<file path="src/verilog/cts_pkg.sv">
// Package for the capture 0 trigger selector: offsets, field layout, widths
package cts_pkg;
    // ****************************************
    // Register map
    // ****************************************
    localparam logic [7:0]  CTS_ADDR_TRIG_SEL  = 8'h5C;
    localparam logic [31:0] CTS_TRIG_SEL_RESET = 32'h0000_0000;
    localparam logic [31:0] CTS_RDATA_NONE     = 32'h0000_0000;
    // ****************************************
    // Field layout
    // ****************************************
    localparam int CTS_BIT_SOFT      = 0;
    localparam int CTS_BIT_UPDATE    = 1;
    localparam int CTS_BIT_EXT_LO    = 2;
    localparam int CTS_NUM_EXT       = 10;
    localparam int CTS_SUB_BASE      = 12;
    localparam int CTS_SUB_GROUP     = 4;
    localparam int CTS_NUM_SUB       = 5;
    // Position inside one sibling group
    localparam int CTS_OFS_RISE      = 0;
    localparam int CTS_OFS_FALL      = 1;
    localparam int CTS_OFS_CMP0      = 2;
    localparam int CTS_OFS_CMP1      = 3;
    localparam logic [3:0] CTS_GROUP_ZERO = 4'h0;
endpackage

</file>
<file path="src/verilog/cts_capture0_trigger_select.sv">
// Capture 0 trigger-source selector of one sub-timer
//
// Added by the designer: the plain strobed port.
`timescale 1ns/10ps
`default_nettype none

// Notes on behaviour
// - The select register sits at 0x5C, resets to zero and is used as a full word.
// - Bits 2 to 11 each let one of external events 0 to 9 fire capture 0.
// - Bit 1 lets every update event fire capture 0, and clear it does not.
// - Writing one to bit 0 fires capture 0 at once and hardware clears the bit.
// - A set compare-1 enable of a sibling lets its compare 1 event fire capture 0.
// - A set compare-0 enable of a sibling lets its compare 0 event fire capture 0.
// - A set falling enable fires capture 0 when the sibling output goes inactive.
// - A set rising enable fires capture 0 when the sibling output goes active.
// - Sibling groups run compare 1, compare 0, fall, rise from the high bit, 4 at 31:28.
// - The group that names this instance itself is reserved and reads zero.
module cts_capture0_trigger_select
    import cts_pkg::*;
#(
    parameter int SELF_INDEX = 0
)
(
    // Clock, reset, enable
    input  wire logic                   ref_clk_i,
    input  wire logic                   rst_n_i,
    input  wire logic                   clk_en_i,
    // Register port
    input  wire logic [7:0]             reg_addr_i,
    input  wire logic [31:0]            reg_wdata_i,
    input  wire logic                   reg_wr_i,
    input  wire logic                   reg_rd_i,
    output var  logic [31:0]            reg_rdata_o,
    // Event sources, same clock
    input  wire logic [CTS_NUM_EXT-1:0] ext_event_i,
    input  wire logic                   update_event_i,
    input  wire logic [CTS_NUM_SUB-1:0] sub_compare0_i,
    input  wire logic [CTS_NUM_SUB-1:0] sub_compare1_i,
    input  wire logic [CTS_NUM_SUB-1:0] sub_channel0_output_i,
    // Capture request
    output var  logic                   capture0_o
);

    // ****************************************
    // Declarations
    // ****************************************
    logic                   addr_match;
    logic                   wr_hit;
    logic                   rd_hit;
    logic                   soft_en;
    logic                   update_en;
    logic [CTS_NUM_EXT-1:0] ext_en;
    logic [CTS_NUM_SUB-1:0] writable;
    logic [CTS_NUM_SUB-1:0] cmp1_en;
    logic [CTS_NUM_SUB-1:0] cmp0_en;
    logic [CTS_NUM_SUB-1:0] fall_en;
    logic [CTS_NUM_SUB-1:0] rise_en;
    logic [CTS_NUM_SUB-1:0] out_prev;
    logic [CTS_NUM_SUB-1:0] out_rise;
    logic [CTS_NUM_SUB-1:0] out_fall;
    logic [CTS_NUM_SUB-1:0] cmp1_hit;
    logic [CTS_NUM_SUB-1:0] cmp0_hit;
    logic [CTS_NUM_SUB-1:0] fall_hit;
    logic [CTS_NUM_SUB-1:0] rise_hit;
    logic [CTS_NUM_SUB-1:0] sub_hit;
    logic [CTS_NUM_EXT-1:0] ext_hit;
    logic                   any_sub;
    logic                   any_ext;
    logic                   update_hit;
    logic                   soft_hit;
    logic [31:0]            trig_sel;
    logic                   next_capture;

    // ****************************************
    // Address decode
    // ****************************************
    // Only the full word at the one offset is decoded
    assign addr_match = (reg_addr_i == CTS_ADDR_TRIG_SEL);
    assign wr_hit     = reg_wr_i && addr_match;
    assign rd_hit     = reg_rd_i && addr_match;

    // ****************************************
    // Software trigger bit
    // ****************************************
    // Write wins over the self-clear when both fall in one cycle
    always_ff @(posedge ref_clk_i)
    begin
        if (!rst_n_i)
            soft_en <= CTS_TRIG_SEL_RESET[CTS_BIT_SOFT];
        else if (clk_en_i)
        begin
            if (wr_hit)
                soft_en <= reg_wdata_i[CTS_BIT_SOFT];
            else
                soft_en <= 1'b0;
        end
    end

    // ****************************************
    // Update event enable
    // ****************************************
    always_ff @(posedge ref_clk_i)
    begin
        if (!rst_n_i)
            update_en <= CTS_TRIG_SEL_RESET[CTS_BIT_UPDATE];
        else if (clk_en_i && wr_hit)
            update_en <= reg_wdata_i[CTS_BIT_UPDATE];
    end

    // ****************************************
    // External event enables
    // ****************************************
    // Events arrive on this clock already, so no synchroniser
    genvar e;
    generate
        for (e = 0; e < CTS_NUM_EXT; e++)
        begin : gen_ext
            logic ext_bit;
            always_ff @(posedge ref_clk_i)
            begin
                if (!rst_n_i)
                    ext_bit <= CTS_TRIG_SEL_RESET[CTS_BIT_EXT_LO + e];
                else if (clk_en_i && wr_hit)
                    ext_bit <= reg_wdata_i[CTS_BIT_EXT_LO + e];
            end
            assign ext_en[e]  = ext_bit;
            assign ext_hit[e] = ext_bit && ext_event_i[e];
        end
    endgenerate

    // ****************************************
    // Self group
    // ****************************************
    // Own group never takes a one, so a stray write cannot enable it
    genvar s;
    generate
        for (s = 0; s < CTS_NUM_SUB; s++)
        begin : gen_self
            assign writable[s] = (s != SELF_INDEX);
        end
    endgenerate

    // ****************************************
    // Sibling group enables
    // ****************************************
    genvar g;
    generate
        for (g = 0; g < CTS_NUM_SUB; g++)
        begin : gen_sub
            localparam int B = CTS_SUB_BASE + CTS_SUB_GROUP*g;
            logic cmp1_bit;
            logic cmp0_bit;
            logic fall_bit;
            logic rise_bit;

            always_ff @(posedge ref_clk_i)
            begin
                if (!rst_n_i)
                    cmp1_bit <= CTS_TRIG_SEL_RESET[B+CTS_OFS_CMP1];
                else if (clk_en_i && wr_hit)
                    cmp1_bit <= writable[g] && reg_wdata_i[B+CTS_OFS_CMP1];
            end

            always_ff @(posedge ref_clk_i)
            begin
                if (!rst_n_i)
                    cmp0_bit <= CTS_TRIG_SEL_RESET[B+CTS_OFS_CMP0];
                else if (clk_en_i && wr_hit)
                    cmp0_bit <= writable[g] && reg_wdata_i[B+CTS_OFS_CMP0];
            end

            always_ff @(posedge ref_clk_i)
            begin
                if (!rst_n_i)
                    fall_bit <= CTS_TRIG_SEL_RESET[B+CTS_OFS_FALL];
                else if (clk_en_i && wr_hit)
                    fall_bit <= writable[g] && reg_wdata_i[B+CTS_OFS_FALL];
            end

            always_ff @(posedge ref_clk_i)
            begin
                if (!rst_n_i)
                    rise_bit <= CTS_TRIG_SEL_RESET[B+CTS_OFS_RISE];
                else if (clk_en_i && wr_hit)
                    rise_bit <= writable[g] && reg_wdata_i[B+CTS_OFS_RISE];
            end
            assign cmp1_en[g] = cmp1_bit;
            assign cmp0_en[g] = cmp0_bit;
            assign fall_en[g] = fall_bit;
            assign rise_en[g] = rise_bit;
        end
    endgenerate

    // ****************************************
    // Channel output edges
    // ****************************************
    // History starts inactive, so an output high after reset reads as a rise
    always_ff @(posedge ref_clk_i)
    begin
        if (!rst_n_i)
            out_prev <= '0;
        else if (clk_en_i)
            out_prev <= sub_channel0_output_i;
    end

    genvar o;
    generate
        for (o = 0; o < CTS_NUM_SUB; o++)
        begin : gen_edge
            assign out_rise[o] = !out_prev[o] && sub_channel0_output_i[o];
            assign out_fall[o] = out_prev[o] && !sub_channel0_output_i[o];
        end
    endgenerate

    // ****************************************
    // Read-back word
    // ****************************************
    always_comb
    begin
        trig_sel = CTS_TRIG_SEL_RESET;
        trig_sel[CTS_BIT_SOFT] = soft_en;
        trig_sel[CTS_BIT_UPDATE] = update_en;
        trig_sel[CTS_BIT_EXT_LO +: CTS_NUM_EXT] = ext_en;
        for (int k = 0; k < CTS_NUM_SUB; k++)
        begin
            trig_sel[CTS_SUB_BASE + CTS_SUB_GROUP*k + CTS_OFS_CMP1] = cmp1_en[k];
            trig_sel[CTS_SUB_BASE + CTS_SUB_GROUP*k + CTS_OFS_CMP0] = cmp0_en[k];
            trig_sel[CTS_SUB_BASE + CTS_SUB_GROUP*k + CTS_OFS_FALL] = fall_en[k];
            trig_sel[CTS_SUB_BASE + CTS_SUB_GROUP*k + CTS_OFS_RISE] = rise_en[k];
        end
    end

    // ****************************************
    // Read data register
    // ****************************************
    // Data stands one cycle after the strobe, zero otherwise
    always_ff @(posedge ref_clk_i)
    begin
        if (!rst_n_i)
            reg_rdata_o <= CTS_RDATA_NONE;
        else if (clk_en_i)
        begin
            if (rd_hit)
                reg_rdata_o <= trig_sel;
            else
                reg_rdata_o <= CTS_RDATA_NONE;
        end
    end

    // ****************************************
    // Sibling sources
    // ****************************************
    genvar h;
    generate
        for (h = 0; h < CTS_NUM_SUB; h++)
        begin : gen_hit
            assign cmp1_hit[h] = cmp1_en[h] && sub_compare1_i[h];
            assign cmp0_hit[h] = cmp0_en[h] && sub_compare0_i[h];
            assign fall_hit[h] = fall_en[h] && out_fall[h];
            assign rise_hit[h] = rise_en[h] && out_rise[h];
        end
    endgenerate
    assign sub_hit = cmp1_hit | cmp0_hit | fall_hit | rise_hit;
    assign any_sub = |sub_hit;

    // ****************************************
    // Local sources
    // ****************************************
    assign any_ext    = |ext_hit;
    assign update_hit = update_en && update_event_i;
    // Fires from the write itself; the stored bit only shows on read-back
    assign soft_hit   = wr_hit && reg_wdata_i[CTS_BIT_SOFT];

    // ****************************************
    // Capture combine
    // ****************************************
    // One pulse per cycle however many sources agree
    always_comb
    begin
        next_capture = 1'b0;
        if (any_sub)
            next_capture = 1'b1;
        if (any_ext)
            next_capture = 1'b1;
        if (update_hit)
            next_capture = 1'b1;
        if (soft_hit)
            next_capture = 1'b1;
    end

    // ****************************************
    // Capture register
    // ****************************************
    always_ff @(posedge ref_clk_i)
    begin
        if (!rst_n_i)
            capture0_o <= 1'b0;
        else if (clk_en_i)
            capture0_o <= next_capture;
    end

endmodule

`default_nettype wire

</file>
<file path="config.mk">
export PLATFORM = sky130hd
export DESIGN_NAME = cts_capture0_trigger_select
export DESIGN_NICKNAME = d
export VERILOG_FILES = /design/src/verilog/cts_pkg.sv /design/src/verilog/cts_capture0_trigger_select.sv
export SDC_FILE = /design/constraint.sdc
export NUM_CORES = 1
export LEC_CHECK = 0
export BUFFER_PORTS_ARGS = -buffer_cell sky130_fd_sc_hd__buf_2
export CORE_MARGIN = 3
export CORE_UTILIZATION = 43
export DETAILED_ROUTE_END_ITERATION = 8
export GPL_TIMING_DRIVEN = 1
export PLACE_DENSITY = 0.81
export SLEW_MARGIN = 20
export SYNTH_ARGS = -nofsm -noshare
export SYNTH_HDL_FRONTEND = slang
export SYNTH_SLANG_ARGS = --single-unit
</file>
<file path="constraint.sdc">
create_clock -name ref_clk_i -period 4.7 [get_ports ref_clk_i]
set_input_delay 0.705 -clock ref_clk_i [delete_from_list [all_inputs] [get_ports ref_clk_i]]
set_output_delay 0.705 -clock ref_clk_i [all_outputs]
set_load 0.02 [all_outputs]
</file>
==> results of run 1 <==
[state kept, by name (all words and copies together) (netlist names)]
name,count
gen_sub.cmp0_bit,4
update_en,1
out_prev,4
gen_sub.fall_bit,4
capture0_o,1
reg_rdata_o,28
gen_sub.rise_bit,4
soft_en,1
gen_sub.cmp1_bit,4
gen_ext.ext_bit,10
[final cells by class]
cell class | count | area (µm²)
Tap cell | 72 | 90.09
Clock inverter | 4 | 95.09
Multi-Input combinational cell | 156 | 1154
Fill cell | 495 | 2382
Inverter | 3 | 11.26
Clock buffer | 12 | 145.1
Timing Repair Buffer | 94 | 475.5
Sequential cell | 61 | 1221
[synth_stat cells, drive strengths merged]
master,number
a21oi,1
a222oi,1
a22oi,36
buf,10
clkbuf,9
conb,1
dfxtp,61
inv,3
mux2i,31
nand2,4
nand3,1
nand3b,5
nand4,2
nand4b,1
nor2b,59
nor3,1
nor4,2
o211a,1
o21ai,4
o31ai,1
or4,1
or4b,1
[metal layers]
layer	track usage, %	vias up	part of all wire [%]
li1	-	1016	-
met1	21.12	935	43
met2	27.79	69	48
met3	5.531	7	7.0
met4	8.638	0	1.6
met5	0	-	0
[critical path, stage by stage]
cell and delay, ns:
buf_2 0.10, or4b_4 0.56, or4_4 0.70, mux2i_1 0.25, nor2b_1 0.06
[logic make-up (layout without fill, tap and decap cells)]
family	count (synthesis)	count (layout)	synth area share (%)
simple gates	77	77	20.26
flops	61	61	48.95
compound gates	44	44	12.94
mux	31	31	12.44
buf+inv	22	113	5.266
other cells	1	4	0.1503
[stage by stage]
| step | utilization (%) | setup slack [ns] | std cells |
|---|---|---|---|
| global placement | 52.95 | 2.228 | 386 |
| CTS | 57.26 | 2.544 | 402 |
| finish | 57.26 | 2.541 | 402 |
| global route | 57.26 | 2.482 | 402 |
| floorplan | - | 2.421 | 239 |
| detailed placement | 52.95 | 2.186 | 386 |
[how the worst min path moves through the flow]
stage,start,endpoint,cells past startpoint
after floorplan,soft_en,soft_en,1
after global placement,soft_en,soft_en,1
after detailed placement,soft_en,soft_en,1
after CTS,soft_en,soft_en,1
after global routing,soft_en,soft_en,1
final,soft_en,soft_en,1
[power by group through the flow]
| stage | clock network (mW) | logic [mW] | registers [mW] |
|---|---|---|---|
| after global placement | 0 | 0.0578 | 0.533 |
| after floorplan | 0 | 0.0293 | 0.533 |
| after CTS | 0.571 | 0.0586 | 0.522 |
| after detailed placement | 0 | 0.0585 | 0.533 |
| final | 0.561 | 0.0587 | 0.522 |
| after global routing | 0.592 | 0.0643 | 0.522 |
==> qor.yml, run 1 <==
timing:
  final.setup.tns_ns: 0
  min_period_ns: 2.159
  drv_slew: 0
  maxSlewHeadroom_pct: 46.18
  hold_slack_ns: 0.4875
  worst_slew_pin_slew_ns: 0.8072
  rsz0062_at_grt: "false"
  fmax_mhz: 463.3
  hold_viol: 0
  timing.final.crit_share_pct: 45.93
  final.setup_skew_ns: 0.004399
  final-setup-viol-count: 0
yosys:
  synth_seq_cells: 61
  synth_top_cell_area_share_pct: 48.95
  ys_seq_area_share_pct: 48.95
  synthTopCellsByArea: "dfxtp_1, nor2b_1, mux2i_1"
  yosys.area.top_type: "dfxtp_1"
  ys_types: 26
  ys_warn_count: 0
  synthCells: 236
  syn_area_mm2: 0.002495
  avgSynthCellArea_um2: 10.57
floorplan:
  die_x_um: 82.17
  coreArea_mm2: 0.005574
  io_pins: 104
  placementRows: 27
  die_area_mm2: 0.006752
  initial_utilization_pct: 44.76
  die-height_um: 82.17
global_route:
  grt_max_degree: 62
  antenna_found_initial: 0
  grtUsageTotal_pct: 17.42
  grt_overflow: 0
  grt_pass1_vias: 1865
  grt_pass1_wl_mm: 8.673
finish:
  antenna_cells: 0
  final_common_cell: "buf_2"
  syn2layout_area_growth_pct: 27.93
  drive_above_1_share_pct: 33.64
  nets: 396
  most-common-layout-cells: "buf_2, dfxtp_1, nor2b_1"
  final_area_mm2: 0.003192
cts:
  cts_buffers: 9
  tritoncts: "done"
  cts_sinks: 61
  hold_buffers: 0
  path_clk_slew_ns: 0.06
  ctsResizeCount: 0
  h-tree-depth: 3
  clk_path_buf_depth: 2
  cts-root-buf: "clkbuf_8"
  insertion_delay_ns: 0.33
  post_cts_buffers: 0
routing:
  drt-initial-drc-count: 79
  routedWlPerCell_um: 14.23
  drt-total-wl_mm: 5.719
  via_count: 2027
  drc: 0
  postRouteAntennaNets: 0
  drt_first_pass_iters: 4
  vias_per_cell: 5.042
worst_setup_path:
  crit_fanout: 27
  r2r_cells: 4
  path_class: "input pin to flip-flop"
  cp-startpoint: "reg_addr_i[1]"
  endpoint: "gen_ext[4].ext_bit"
  reg2reg_slack_ns: 3.32
  arrival_ns: 2.38
  critical_path_required_ns: 4.92
  timing.rr.start: "gen_sub[1].cmp1_bit"
  endpoint_kind: "flip-flop"
  rr_endpoint: "capture0_o"
  worstSetupStartpointType: "input pin"
power:
  p_leak_nw: 1.506
  swShare_pct: 19.57
  p_per_area_mw_per_mm2: 357.5
  ir_drop_mv: 0.2147
  cell_internal_pwr_mw: 0.9178
  p_comb_share_pct: 5.1
  p_switching_mw: 0.2234
  p_clk_share_pct: 49.1
  pwr-share-seq_pct: 45.7
  design_power_total_mw: 1.141
place:
  portBuffers: 92
  dp_hpwl_mm: 3.978
  place_area_mm2: 0.002952
  gp_congestion: 0.7559
job:
  drv_cap: 0
hold_path:
  hold_path.class: "flip-flop to flip-flop"
status:
  status: "complete, no violations"
(Power assumes the default switching activity.)
==> inputs of run 2 (changes only) <==
clock period = 2 ns   (was 4.7 ns; I/O delays follow)
==> qor.yml, run 2 (synthesis results as in run 1) <==
timing:
  min_period_ns: 1.608
  hold_viol: 0  # unchanged
  timing.final.crit_share_pct: 80.42
  final-setup-viol-count: 0  # unchanged
  drv_slew: 0  # unchanged
  fmax_mhz: 621.8
  final.setup_skew_ns: 0.004042  # -0.0003570 ns
  rsz0062_at_grt: "false"
  final.setup.tns_ns: 0  # unchanged
cts:
  tritoncts: "done"
  hold_buffers: 0  # unchanged
  cts_sinks: 61  # unchanged
  path_clk_slew_ns: 0.06  # about the same
  ctsResizeCount: 0  # unchanged
  insertion_delay_ns: 0.32  # about the same
  cts-root-buf: "clkbuf_8"
  post_cts_buffers: 0  # unchanged
  h-tree-depth: 3  # unchanged
  cts_buffers: 9  # unchanged
  clk_path_buf_depth: 2  # unchanged
power:
  ir_drop_mv: 0.3305  # +54%
  p_per_area_mw_per_mm2: 724.5  # +100%
  p_leak_nw: 1.506  # about the same
  design_power_total_mw: 2.307  # +100%
global_route:
  grt_pass1_vias: 1958  # +5.0%
  grt_overflow: 0  # unchanged
  antenna_found_initial: 0  # unchanged
  gr-usage-met3_pct: 5.315  # -0.22 points
  grtUsageTotal_pct: 18.19  # +0.78 points
  grt_util_met1_pct: 22.48  # +1.4 points
  busiest_layer: "met2"
  use_met2_pct: 29.32  # +1.5 points
  grt_pass1_wl_mm: 9.190  # +6.0%
  grt_max_degree: 38  # -39%
place:
  portBuffers: 92  # unchanged
  dp.cells: 390  # +1.0%
  gp_congestion: 0.7704  # +1.9%
  dp_hpwl_mm: 4.188  # +5.3%
routing:
  vias_per_cell: 5.054  # +0.24%
  routedWlPerCell_um: 14.75  # +3.7%
  drt_first_pass_iters: 4  # unchanged
  drc: 0  # unchanged
  drt-total-wl_mm: 5.958  # +4.2%
  postRouteAntennaNets: 0  # unchanged
  drt-initial-drc-count: 95  # +20%
  via_count: 2042  # +0.74%
worst_setup_path:
  crit_fanout: 27  # unchanged
  endpoint: "gen_ext[8].ext_bit"
  path_class: "input pin to flip-flop"
  endpoint_kind: "flip-flop"
  cp-startpoint: "reg_addr_i[1]"
  path_cells: "buf_2 > or4b_4 > or4_4 > buf_12 > mux2i_1 > nor2b_1"
  rr_endpoint: "capture0_o"
  slowest_stage: "or4b_4"
  critical_path_required_ns: 2.22  # -2.70 ns
  max_stage_delay_ns: 0.53  # -0.17 ns
  r2r_cells: 4  # unchanged
  timing.rr.start: "gen_sub[1].cmp1_bit"
  worstSetupStartpointType: "input pin"
  reg2reg_slack_ns: 0.68  # -2.64 ns
  arrival_ns: 1.83  # -0.55 ns
hold_path:
  hold_path.class: "input pin to flip-flop"
finish:
  syn2layout_area_growth_pct: 27.63
  antenna_cells: 0  # unchanged
  nets: 400  # +1.0%
  largest_reg_flops: 28  # unchanged
  final_common_cell: "buf_2"
  regMostFlops: "reg_rdata_o"
  most-common-layout-cells: "buf_2, dfxtp_1, nor2b_1"
  final_util_pct: 57.13  # -0.13 points
  top_regs: "reg_rdata_o x28, gen_ext.ext_bit x10"
  stdcell_count: 404  # +0.50%
  drive_above_1_share_pct: 34.34  # +0.70 points
floorplan:
  coreArea_mm2: 0.005574  # unchanged
  die-height_um: 82.17  # unchanged
  io_pins: 104  # unchanged
  placementRows: 27  # unchanged
  die_x_um: 82.17  # unchanged
  die_area_mm2: 0.006752  # unchanged
  initial_utilization_pct: 44.76  # unchanged
status:
  status: "complete, no violations"
job:
  drv_cap: 0  # unchanged
==> run 2: cell count changes in the layout (fill, tap and decap cells not counted), sizes merged <==
cell | before | now
bufinv | 3 | 0
buf | 94 | 98
clkinv | 1 | 2
==> run 2: area by class of cell <==
cell class	instances	area (µm²)
Tap cell	72	90.09
Fill cell	510	2390
Multi-Input combinational cell	156	1154
Sequential cell	61	1221
Timing Repair Buffer	98	543.0
Clock buffer	12	155.1
Clock inverter	2	10.01
Inverter	3	11.26
==> run 2: per-stage QoR <==
stage          instance area (µm²)  setup slack, ns  hold WS [ns]
2_1_floorplan                 2506           0.1260        0.4282
3_3_place_gp                  3019          0.09309        0.4656
3_5_place_dp                  3019          0.04101        0.4806
4_1_cts                       3184           0.3913        0.2124
5_1_grt                       3184           0.3420        0.2317
6_report                      3184           0.3917        0.2238
==> run 2: metal layers <==
layer  vias to the layer above  routed length [µm]
li1                       1020                   -
met1                       944                2621
met2                        68                2834
met3                        10                 406
met4                         0                  95
met5                         -                   0
==> run 2: worst min-delay path by stage <==
stage,slack (ns),startpoint,to,cells past startpoint
after floorplan,0.43,rst_n_i,reg_rdata_o[3],1
after global placement,0.47,soft_en,soft_en,1
after detailed placement,0.48,soft_en,soft_en,1
after CTS,0.21,reg_wdata_i[21],gen_sub[2].fall_bit,3
after global routing,0.23,reg_wdata_i[8],gen_ext[6].ext_bit,3
final,0.22,reg_wdata_i[21],gen_sub[2].fall_bit,3
==> run 2: worst max-delay path, delay by kind of cell <==
kind,cells,cell delay [ns]
buffers and inverters,2,0.30
muxes,1,0.17
and+or+nand+nor,3,1.04
==> run 2: where the power goes <==
| group | internal, mW | switching (mW) | total [mW] |
|---|---|---|---|
| sequential | 1.22 | 0.00489 | 1.23 |
| combinational | 0.0791 | 0.0657 | 0.145 |
| clock | 0.500 | 0.436 | 0.935 |
| total | 1.80 | 0.506 | 2.31 |
